$ cat src/esa_pkg.sv
// Purpose: constants for the event status aggregator
// Assumes: 8-bit register space reached through the serial register port
// Notes:   offsets, field positions, reset values and timing counts
package esa_pkg;
   localparam logic [7:0] ESA_ADDR_SUMMARY = 8'h60;
   localparam logic [7:0] ESA_ADDR_SYSTEM  = 8'h61;
   localparam logic [7:0] ESA_ADDR_SUPPLY  = 8'h62;
   localparam logic [7:0] ESA_ADDR_TRX     = 8'h63;
   localparam logic [7:0] ESA_ADDR_WAKE    = 8'h64;
   localparam int ESA_SUM_WAKE   = 3;
   localparam int ESA_SUM_TRX    = 2;
   localparam int ESA_SUM_SUPPLY = 1;
   localparam int ESA_SUM_SYSTEM = 0;
   localparam int ESA_BIT_PO  = 4;
   localparam int ESA_BIT_OTW = 2;
   localparam int ESA_BIT_SF  = 1;
   localparam int ESA_BIT_WDF = 0;
   localparam logic [7:0] ESA_SYS_MASK  = 8'h17;
   localparam logic [7:0] ESA_SYS_RESET = 8'h00;
   localparam int ESA_CLK_HZ        = 10_000_000;
   localparam int ESA_EVENT_DELAY_US = 1000;
   localparam int ESA_EVENT_DELAY_CYC = (ESA_EVENT_DELAY_US * (ESA_CLK_HZ / 1_000_000));
   localparam int ESA_RST_PULSE_CYC = 1;
endpackage

$ cat src/esa_aggregator.sv
// Purpose: system event flags, global summary and receive-data event signal
// Assumes: write/read strobes and event pulses come from logic on clk_sys
// Notes:   group pending inputs and transceiver state are pins, synchronised here
`timescale 1ns/1ps

// Functional notes
// writing 1 clears a flag, writing 0 leaves it unchanged
// summary bit 3 reads 1 while any wake pin event is pending
// summary bit 2 reads 1 while any transceiver event is pending
// summary bit 1 reads 1 while any supply event is pending
// summary bit 0 reads 1 while any system event is pending
// power-on flag set when device leaves off mode
// overtemperature warning sets bit 2, not captured in sleep
// serial clock count other than 16, 24, 32 sets serial failure, not in sleep
// illegal watchdog mode, period or mode control code sets serial failure
// write to locked register sets serial failure
// watchdog overflow in window or timeout mode sets watchdog failure flag
// early watchdog service in window mode sets watchdog failure flag
// window mode watchdog failure starts system reset at once
// timeout overflow resets system only if watchdog failure already set
// power-on and watchdog always captured, others need their capture enable
// receive-data low while transceiver offline, supply on and event pending
// clear releases receive-data, starts delay; low again after delay if pending
// reserved bits read 0, ignore writes; summary ignores all writes
module esa_aggregator #(
   parameter int EVENT_DELAY_CYC = esa_pkg::ESA_EVENT_DELAY_CYC
) (
   // clock and reset
   input  wire logic       clk_sys,
   input  wire logic       srst,
   // register port
   input  wire logic [7:0] reg_addr,
   input  wire logic [7:0] reg_wdata,
   input  wire logic       reg_wr,
   input  wire logic       reg_rd,
   output logic      [7:0] reg_rdata,
   // event pulses from on-chip logic
   input  wire logic       off_mode_exit,
   input  wire logic       overtemp_warn,
   input  wire logic       serial_bad_count,
   input  wire logic [5:0] serial_bit_count,
   input  wire logic       serial_frame_end,
   input  wire logic       illegal_code_write,
   input  wire logic       locked_write,
   input  wire logic       wdt_overflow,
   input  wire logic       wdt_early,
   input  wire logic       wdt_window_mode,
   input  wire logic       wdt_timeout_mode,
   // capture enables and mode levels
   input  wire logic       otw_capture_en,
   input  wire logic       sf_capture_en,
   input  wire logic       sleep_mode,
   // asynchronous group pending levels and transceiver state
   input  wire logic       supply_group_in,
   input  wire logic       transceiver_group_in,
   input  wire logic       wake_pin_group_in,
   input  wire logic       trx_offline,
   input  wire logic       main_supply_on,
   input  wire logic       reset_pin_low,
   // outputs
   output logic            rxd_out,
   output logic            system_reset_req,
   output logic            power_on_flag,
   output logic            overtemp_warning_flag,
   output logic            serial_failure_flag,
   output logic            watchdog_failure_flag
);
   import esa_pkg::*;

   logic [5:0] pin_sync;
   logic       supply_group_pending;
   logic       transceiver_group_pending;
   logic       wake_pin_group_pending;
   logic       system_group_pending;
   logic       off_s;
   logic       on_s;
   logic       rstn_low_s;
   logic [7:0] sys_flags;
   logic [7:0] next_sys_flags;
   logic [7:0] clr;
   logic [7:0] set;
   logic [7:0] summary;
   logic       any_pending;
   logic       any_clear;
   logic       delay_run;
   logic [31:0] delay_cnt;
   logic       bad_count;

   esa_sync #(.W(6)) u_sync (
      .clk_sys (clk_sys),
      .srst    (srst),
      .d       ({supply_group_in, transceiver_group_in, wake_pin_group_in,
                 trx_offline, main_supply_on, reset_pin_low}),
      .q       (pin_sync)
   );
   assign supply_group_pending      = pin_sync[5];
   assign transceiver_group_pending = pin_sync[4];
   assign wake_pin_group_pending    = pin_sync[3];
   assign off_s                     = pin_sync[2];
   assign on_s                      = pin_sync[1];
   assign rstn_low_s                = pin_sync[0];

   // legal frame lengths are 16, 24 and 32 clocks
   function automatic logic legal_count(input logic [5:0] n);
      logic ok;
      ok = (n == 6'h10) || (n == 6'h18) || (n == 6'h20);
      return ok;
   endfunction

   // frame length check
   always_comb begin
      bad_count = serial_bad_count;
      if (serial_frame_end && !legal_count(serial_bit_count)) begin
         bad_count = 1'b1;
      end
   end

   // set terms
   always_comb begin
      set = 8'h00;
      set[ESA_BIT_PO]  = off_mode_exit; // see
      set[ESA_BIT_OTW] = overtemp_warn && otw_capture_en && !sleep_mode; // see
      set[ESA_BIT_SF]  = (bad_count || illegal_code_write || locked_write)
                         && sf_capture_en && !sleep_mode; // see see see
      set[ESA_BIT_WDF] = (wdt_overflow && (wdt_window_mode || wdt_timeout_mode))
                         || (wdt_early && wdt_window_mode); // see see
   end

   assign clr = (reg_wr && reg_addr == ESA_ADDR_SYSTEM) ? (reg_wdata & ESA_SYS_MASK) : 8'h00;

   // set wins over clear, reserved bits held at zero
   assign next_sys_flags = ((sys_flags & ~clr) | set) & ESA_SYS_MASK; // see

   always_ff @(posedge clk_sys) begin
      if (srst) begin
         sys_flags <= ESA_SYS_RESET;
      end else begin
         sys_flags <= next_sys_flags;
      end
   end

   assign system_group_pending = |sys_flags;
   always_comb begin
      summary = 8'h00;
      summary[ESA_SUM_WAKE]   = wake_pin_group_pending;
      summary[ESA_SUM_TRX]    = transceiver_group_pending;
      summary[ESA_SUM_SUPPLY] = supply_group_pending;
      summary[ESA_SUM_SYSTEM] = system_group_pending;
   end

   // read mux; summary has no write path
   always_ff @(posedge clk_sys) begin
      if (srst) begin
         reg_rdata <= 8'h00;
      end else if (reg_rd) begin
         if (reg_addr == ESA_ADDR_SUMMARY) begin
            reg_rdata <= summary;
         end else if (reg_addr == ESA_ADDR_SYSTEM) begin
            reg_rdata <= sys_flags;
         end else begin
            reg_rdata <= 8'h00;
         end
      end
   end

   // watchdog driven system reset
   always_ff @(posedge clk_sys) begin
      if (srst) begin
         system_reset_req <= 1'b0;
      end else begin
         system_reset_req <= ((wdt_overflow || wdt_early) && wdt_window_mode)
                             || (wdt_overflow && wdt_timeout_mode && sys_flags[ESA_BIT_WDF]);
      end
   end

   // event delay timer and receive-data signalling
   assign any_pending = |summary;
   assign any_clear   = |(clr & sys_flags);

   always_ff @(posedge clk_sys) begin
      if (srst || rstn_low_s) begin
         delay_run <= 1'b0;
         delay_cnt <= 32'h00000000;
      end else if (any_clear) begin
         delay_run <= 1'b1;
         delay_cnt <= 32'h00000000;
      end else if (delay_run) begin
         if (delay_cnt >= 32'(EVENT_DELAY_CYC - 1)) begin
            delay_run <= 1'b0;
         end
         delay_cnt <= delay_cnt + 32'h00000001;
      end
   end

   always_ff @(posedge clk_sys) begin
      if (srst) begin
         rxd_out <= 1'b1;
      end else if (any_clear || delay_run) begin
         rxd_out <= 1'b1;
      end else begin
         rxd_out <= !(off_s && on_s && any_pending);
      end
   end

   // flag outputs
   always_ff @(posedge clk_sys) begin
      if (srst) begin
         power_on_flag         <= 1'b0;
         overtemp_warning_flag <= 1'b0;
         serial_failure_flag   <= 1'b0;
         watchdog_failure_flag <= 1'b0;
      end else begin
         power_on_flag         <= next_sys_flags[ESA_BIT_PO];
         overtemp_warning_flag <= next_sys_flags[ESA_BIT_OTW];
         serial_failure_flag   <= next_sys_flags[ESA_BIT_SF];
         watchdog_failure_flag <= next_sys_flags[ESA_BIT_WDF];
      end
   end

   // checks
   AST_W1C: assert property (@(posedge clk_sys) disable iff (srst)
      (reg_wr && reg_addr == ESA_ADDR_SYSTEM && reg_wdata[ESA_BIT_OTW] && !set[ESA_BIT_OTW])
      |=> !sys_flags[ESA_BIT_OTW]) else $error("w1c did not clear");
   AST_W0_KEEP: assert property (@(posedge clk_sys) disable iff (srst)
      (reg_wr && reg_addr == ESA_ADDR_SYSTEM && !reg_wdata[ESA_BIT_PO] && sys_flags[ESA_BIT_PO])
      |=> sys_flags[ESA_BIT_PO]) else $error("zero write changed flag");
   AST_SUM_SYS: assert property (@(posedge clk_sys) disable iff (srst)
      reg_rd && reg_addr == ESA_ADDR_SUMMARY |=> reg_rdata[ESA_SUM_SYSTEM] == $past(|sys_flags))
      else $error("summary system bit wrong");
   AST_SUM_WAKE: assert property (@(posedge clk_sys) disable iff (srst)
      reg_rd && reg_addr == ESA_ADDR_SUMMARY |=> reg_rdata[ESA_SUM_WAKE] == $past(pin_sync[3]))
      else $error("summary wake bit wrong");
   AST_SUM_RSVD: assert property (@(posedge clk_sys) disable iff (srst)
      reg_rd && reg_addr == ESA_ADDR_SUMMARY |=> reg_rdata[7:4] == 4'h0)
      else $error("summary reserved bits set");
   AST_SUM_TRX: assert property (@(posedge clk_sys) disable iff (srst)
      reg_rd && reg_addr == ESA_ADDR_SUMMARY |=> reg_rdata[ESA_SUM_TRX] == $past(pin_sync[4]))
      else $error("summary transceiver bit wrong");
   AST_SUM_SUPPLY: assert property (@(posedge clk_sys) disable iff (srst)
      reg_rd && reg_addr == ESA_ADDR_SUMMARY |=> reg_rdata[ESA_SUM_SUPPLY] == $past(pin_sync[5]))
      else $error("summary supply bit wrong");
   AST_SYS_RSVD: assert property (@(posedge clk_sys) disable iff (srst)
      reg_rd && reg_addr == ESA_ADDR_SYSTEM |=> (reg_rdata & ~ESA_SYS_MASK) == 8'h00)
      else $error("system reserved bits set");

   // flag setting
   AST_PO_SET: assert property (@(posedge clk_sys) disable iff (srst)
      off_mode_exit |=> sys_flags[ESA_BIT_PO] && power_on_flag) else $error("power-on flag not set");
   AST_OTW_SET: assert property (@(posedge clk_sys) disable iff (srst)
      overtemp_warn && otw_capture_en && !sleep_mode |=> sys_flags[ESA_BIT_OTW])
      else $error("overtemp not flagged");
   AST_OTW_MASK: assert property (@(posedge clk_sys) disable iff (srst)
      overtemp_warn && !otw_capture_en && !sys_flags[ESA_BIT_OTW] |=> !sys_flags[ESA_BIT_OTW])
      else $error("overtemp captured while disabled");
   AST_OTW_SLEEP: assert property (@(posedge clk_sys) disable iff (srst)
      sleep_mode && !sys_flags[ESA_BIT_OTW] && !(reg_wr) |=> !sys_flags[ESA_BIT_OTW])
      else $error("overtemp captured in sleep");
   AST_SF_COUNT: assert property (@(posedge clk_sys) disable iff (srst)
      serial_frame_end && !legal_count(serial_bit_count) && sf_capture_en && !sleep_mode
      |=> sys_flags[ESA_BIT_SF]) else $error("bad count not flagged");
   AST_SF_ILLEGAL: assert property (@(posedge clk_sys) disable iff (srst)
      illegal_code_write && sf_capture_en && !sleep_mode |=> sys_flags[ESA_BIT_SF])
      else $error("illegal code not flagged");
   AST_SF_LOCKED: assert property (@(posedge clk_sys) disable iff (srst)
      locked_write && sf_capture_en && !sleep_mode |=> sys_flags[ESA_BIT_SF])
      else $error("locked write not flagged");
   AST_WDF_EARLY: assert property (@(posedge clk_sys) disable iff (srst)
      wdt_early && wdt_window_mode |=> sys_flags[ESA_BIT_WDF] && watchdog_failure_flag)
      else $error("early service not flagged");

   // watchdog reset and flag, receive-data release after clear
   AST_WIN_OVF_RST: assert property (@(posedge clk_sys) disable iff (srst)
      wdt_overflow && wdt_window_mode |=> system_reset_req) else $error("window overflow reset missing");
   AST_TO_RST: assert property (@(posedge clk_sys) disable iff (srst)
      wdt_overflow && wdt_timeout_mode && sys_flags[ESA_BIT_WDF] |=> system_reset_req)
      else $error("timeout reset missing");
   AST_WDF_SET: assert property (@(posedge clk_sys) disable iff (srst)
      wdt_overflow && wdt_timeout_mode |=> sys_flags[ESA_BIT_WDF]) else $error("watchdog flag not set");
   AST_WIN_RST: assert property (@(posedge clk_sys) disable iff (srst)
      wdt_early && wdt_window_mode |=> system_reset_req) else $error("window reset missing");
   AST_TO_NORST: assert property (@(posedge clk_sys) disable iff (srst)
      wdt_overflow && wdt_timeout_mode && !wdt_window_mode && !sys_flags[ESA_BIT_WDF]
      && !wdt_early |=> !system_reset_req) else $error("timeout reset without flag");
   AST_RXD_REL: assert property (@(posedge clk_sys) disable iff (srst || rstn_low_s)
      any_clear |=> rxd_out [*2]) else $error("rxd not released after clear");

   // receive-data signalling
   AST_RXD_LOW: assert property (@(posedge clk_sys) disable iff (srst)
      !any_clear && !delay_run && off_s && on_s && any_pending |=> !rxd_out)
      else $error("rxd not driven low");
   AST_DELAY_END: assert property (@(posedge clk_sys) disable iff (srst)
      delay_run && !any_clear && !rstn_low_s && delay_cnt >= 32'(EVENT_DELAY_CYC - 1) |=> !delay_run)
      else $error("event delay did not expire");
endmodule

$ cat src/esa_sync.sv
// Purpose: two-flop synchroniser for a bus of asynchronous levels
// Assumes: inputs are quasi-static levels
// Notes:   the first stage feeds only the second
`timescale 1ns/1ps
module esa_sync #(
   parameter int W = 1
) (
   // clock and reset
   input  wire logic         clk_sys,
   input  wire logic         srst,
   // levels
   input  wire logic [W-1:0] d,
   output logic      [W-1:0] q
);
   logic [W-1:0] meta;
   always_ff @(posedge clk_sys) begin
      if (srst) begin
         meta <= '0;
         q    <= '0;
      end else begin
         meta <= d;
         q    <= meta;
      end
   end
endmodule

$ cat config.mk
export PLATFORM = sky130hd
export DESIGN_NAME = esa_aggregator
export DESIGN_NICKNAME = d
export VERILOG_FILES = /design/src/esa_pkg.sv /design/src/esa_aggregator.sv /design/src/esa_sync.sv
export SDC_FILE = /design/constraint.sdc
export NUM_CORES = 1
export LEC_CHECK = 0
export BUFFER_PORTS_ARGS = -buffer_cell sky130_fd_sc_hd__buf_2
export CORE_ASPECT_RATIO = 1.5
export CORE_MARGIN = 4
export CORE_UTILIZATION = 35
export DETAILED_ROUTE_END_ITERATION = 10
export GPL_TIMING_DRIVEN = 1
export MAX_ROUTING_LAYER = met4
export PLACE_DENSITY = 0.53
export SLEW_MARGIN = 25
export SYNTH_ARGS = -nofsm -noshare
export SYNTH_HDL_FRONTEND = slang
export SYNTH_SLANG_ARGS = --single-unit
$ cat constraint.sdc
create_clock -name clk_sys -period 2.5 [get_ports clk_sys]
set_clock_uncertainty 0.2 [all_clocks]
set_input_delay 0 -clock clk_sys [delete_from_list [all_inputs] [get_ports clk_sys]]
set_output_delay 0 -clock clk_sys [all_outputs]
set_load 0.03 [all_outputs]
==> flow_summary.yaml <==
status:
  outcome: "completed"
cts:
  cts_max_level: 2
  clk_pin_slew_ns: 0.11
  clkSinkCount: 56
  cts-buffers-inserted: 5
  cts-root-buf: "clkbuf_8"
  tritoncts: "yes"
  post_cts_resized: 0
  cts.path.max_buffers: 2
  insertion_delay_ns: 0.32
sta:
  setup_viol: 0
  slew_violations: 0
  rsz0062_at_grt: "no"
  worst_pin_slew_ns: 0.574
  slew-limit-headroom_pct: 61.2
  clock.fmax_mhz: 434
  fin_crit_sh_pct: 92.1
  fin_tns_setup_ns: 0
  hold_viol_final: 0
  min_period_ns: 2.30
routing:
  routed_wirelength_um: 6360
  wl_per_cell_um: 13.7
  drtIter0Drc: 81
  via_per_inst: 5.21
  routed-via-count: 2424
  drc: 0
  ant_nets: 0
  firstDrtPassIters: 4
job:
  cap_violations: 0
logic_synthesis:
  synth_cell_types: 46
  ys_ff_latch: 56
  syn_inst: 284
  yosysWarnings: 0
  yosysSeqAreaShare_pct: 43.7
  synth-edff-count: 0
  synthArstFlopShare_pct: 0
  synth_compound_area_share_pct: 14.2
  synth.avg_cell_area_um2: 9.02
  synth_xor_area_share_pct: 4.44
  synth_mux_area_share_pct: 1.71
  synth-adder-area-share_pct: 0.488
  synth-simple-area-share_pct: 29.5
  synthFlopType: "dfxtp_1"
  synth_top_family_by_area: "simple AND/OR/NAND/NOR gates"
  netlist_area_um2: 2560
worst_setup_path:
  worstSetupPathType: "in -> reg"
  worstSetupEndpointType: "flip-flop"
  cp.arrival_ns: 2.36
  ff2ff_setup_slack_ns: 0.22
  start_kind: "input pin"
  reg2regPathDepth: 4
  cp.required_ns: 2.56
  worst-path-max-fanout: 5
power_and_ir_drop:
  ir_worst_vdd_mv: 0.245
  leakagePower_nw: 1.25
  powerDensity_nw_per_um2: 490
  finalPower_mw: 1.61
hold_path:
  holdPathStages: 4
  min_path_type: "in -> reg"
die:
  fp-row-count: 37
  die_area_um2: 8780
  die_w_um: 77.9
  die_y_um: 113
  initial_core_util_pct: 36.7
  ioPinCount: 59
  core_um2: 6990
global_routing:
  grt_pass1_vias: 2361
  grt_max_degree: 33
  grt_use_total_pct: 15.3
  antenna_found_initial: 0
  grt_pass1_wl_um: 10600
  overflow: 0
placement:
  gp_congestion: 0.763
  port_buffers: 51
  dp_hpwl_um: 4330
  post-place-cells: 423
finish:
  diodes: 0
  final_nets: 413
  drive_gt1_share_pct: 20.4
  syn_to_final_growth_pct: 28.6
  instances_no_fill: 465
flip-flops by register name, summed over array words and instances (netlist names):
signal            cells
delay_cnt            32
u_sync.meta           6
sys_flags             4
u_sync.q              6
rxd_out               1
delay_run             1
reg_rdata             5
system_reset_req      1
through the flow:
step	hold WS, ns	area [um^2]	util [%]	worst slack [ns]
floorplan	-0.128	2570	-	0.414
global placement	0.00812	2860	40.9	0.286
detailed placement	0.0117	2860	40.9	0.253
CTS	0.0702	3300	47.1	0.206
global route	0.131	3300	47.1	0.0494
finish	0.0706	3300	47.1	0.198
cell families after synthesis:
| family | count (synthesis) |
|---|---|
| compound gates | 58 |
| xor+xnor | 13 |
| fa+ha+maj | 1 |
| buf+inv | 22 |
| flops | 56 |
| mux | 4 |
| other cells | 1 |
| simple gates | 129 |
layout make-up:
| type | count | area (um^2) |
|---|---|---|
| clock inverters | 3 | 28.8 |
| clock buffers | 5 | 68.8 |
| well taps | 97 | 121 |
| flip-flops and latches | 56 | 1120 |
| fillers | 699 | 3690 |
| multi-input cells | 208 | 1300 |
| inverters | 6 | 22.5 |
| repair buffers | 90 | 633 |
critical path, cell delays in order:
cell,delay (ns)
buf_2,0.09
nor4bb_1,0.53
and3_1,0.37
a32oi_1,0.13
dlygate4sd3_1,0.57
nor2_1,0.10
dlygate4sd3_1,0.57
power by group:
| group | switching (mW) | internal (mW) |
|---|---|---|
| sequential | 0.00980 | 0.907 |
| clock | 0.339 | 0.213 |
| combinational | 0.0676 | 0.0781 |
final timing paths:
| path | startpoint | end |
|---|---|---|
| worst max register to register | delay_cnt[10]$_SDFFE_PP0P_ | delay_cnt[22]$_SDFFE_PP0P_ |
| worst min register to register | u_sync.meta[1]$_SDFF_PP0_ | u_sync.q[1]$_SDFF_PP0_ |
| worst max-delay path | reg_addr[4] | reg_rdata[4]$_SDFFE_PP0P_ |
| worst min-delay path | reg_wr | rxd_out$_SDFF_PP1_ |
cell usage after synthesis (4+ instances only):
library cell / n / area share, %
a21oi_1: 22 / 4.3
and4_1: 4 / 1.4
clkbuf_1: 5 / 0.73
dfxtp_1: 56 / 44
inv_1: 6 / 0.88
nand2_1: 17 / 2.5
nand3_1: 15 / 2.9
nand4_1: 13 / 3.2
nor2_1: 22 / 3.2
nor2b_1: 13 / 3.2
nor4_1: 8 / 2.0
o21ai_0: 10 / 2.0
o31ai_1: 13 / 3.8
or3_1: 5 / 1.2
or4_1: 14 / 4.1
xnor2_1: 4 / 1.4
xor2_1: 9 / 3.1
cells in the final DEF (no fill, tap or decap), types with 4 or more instances in the layout:
cell type	instances
nor4_1	8
buf_2	51
o31ai_1	13
inv_1	6
or4_1	14
or3_1	5
o21ai_0	10
nand4_1	13
nand3_1	15
nand2_1	17
xnor2_1	4
dlygate4sd3_1	34
and4_1	4
buf_4	5
nor2_1	22
a21oi_1	22
nor2b_1	13
dfxtp_1	56
xor2_1	9
clkbuf_8	5
what timing repair did:
| item | CTS | global route |
|---|---|---|
| endpoints found under the hold margin | 23 | 0 |
| hold buffers | 34 | 0 |
| setup buffers | 0 | 0 |
routing by layer:
metal,part of all wire (%),track usage [%],vias up
met3,4.6,2.71,6
li1,-,-,1221
met1,42,16.6,1138
met2,53,28.0,59
met5,0,-,-
met4,1.1,4.39,0
No activity file was read; power rests on OpenSTA's default activity.
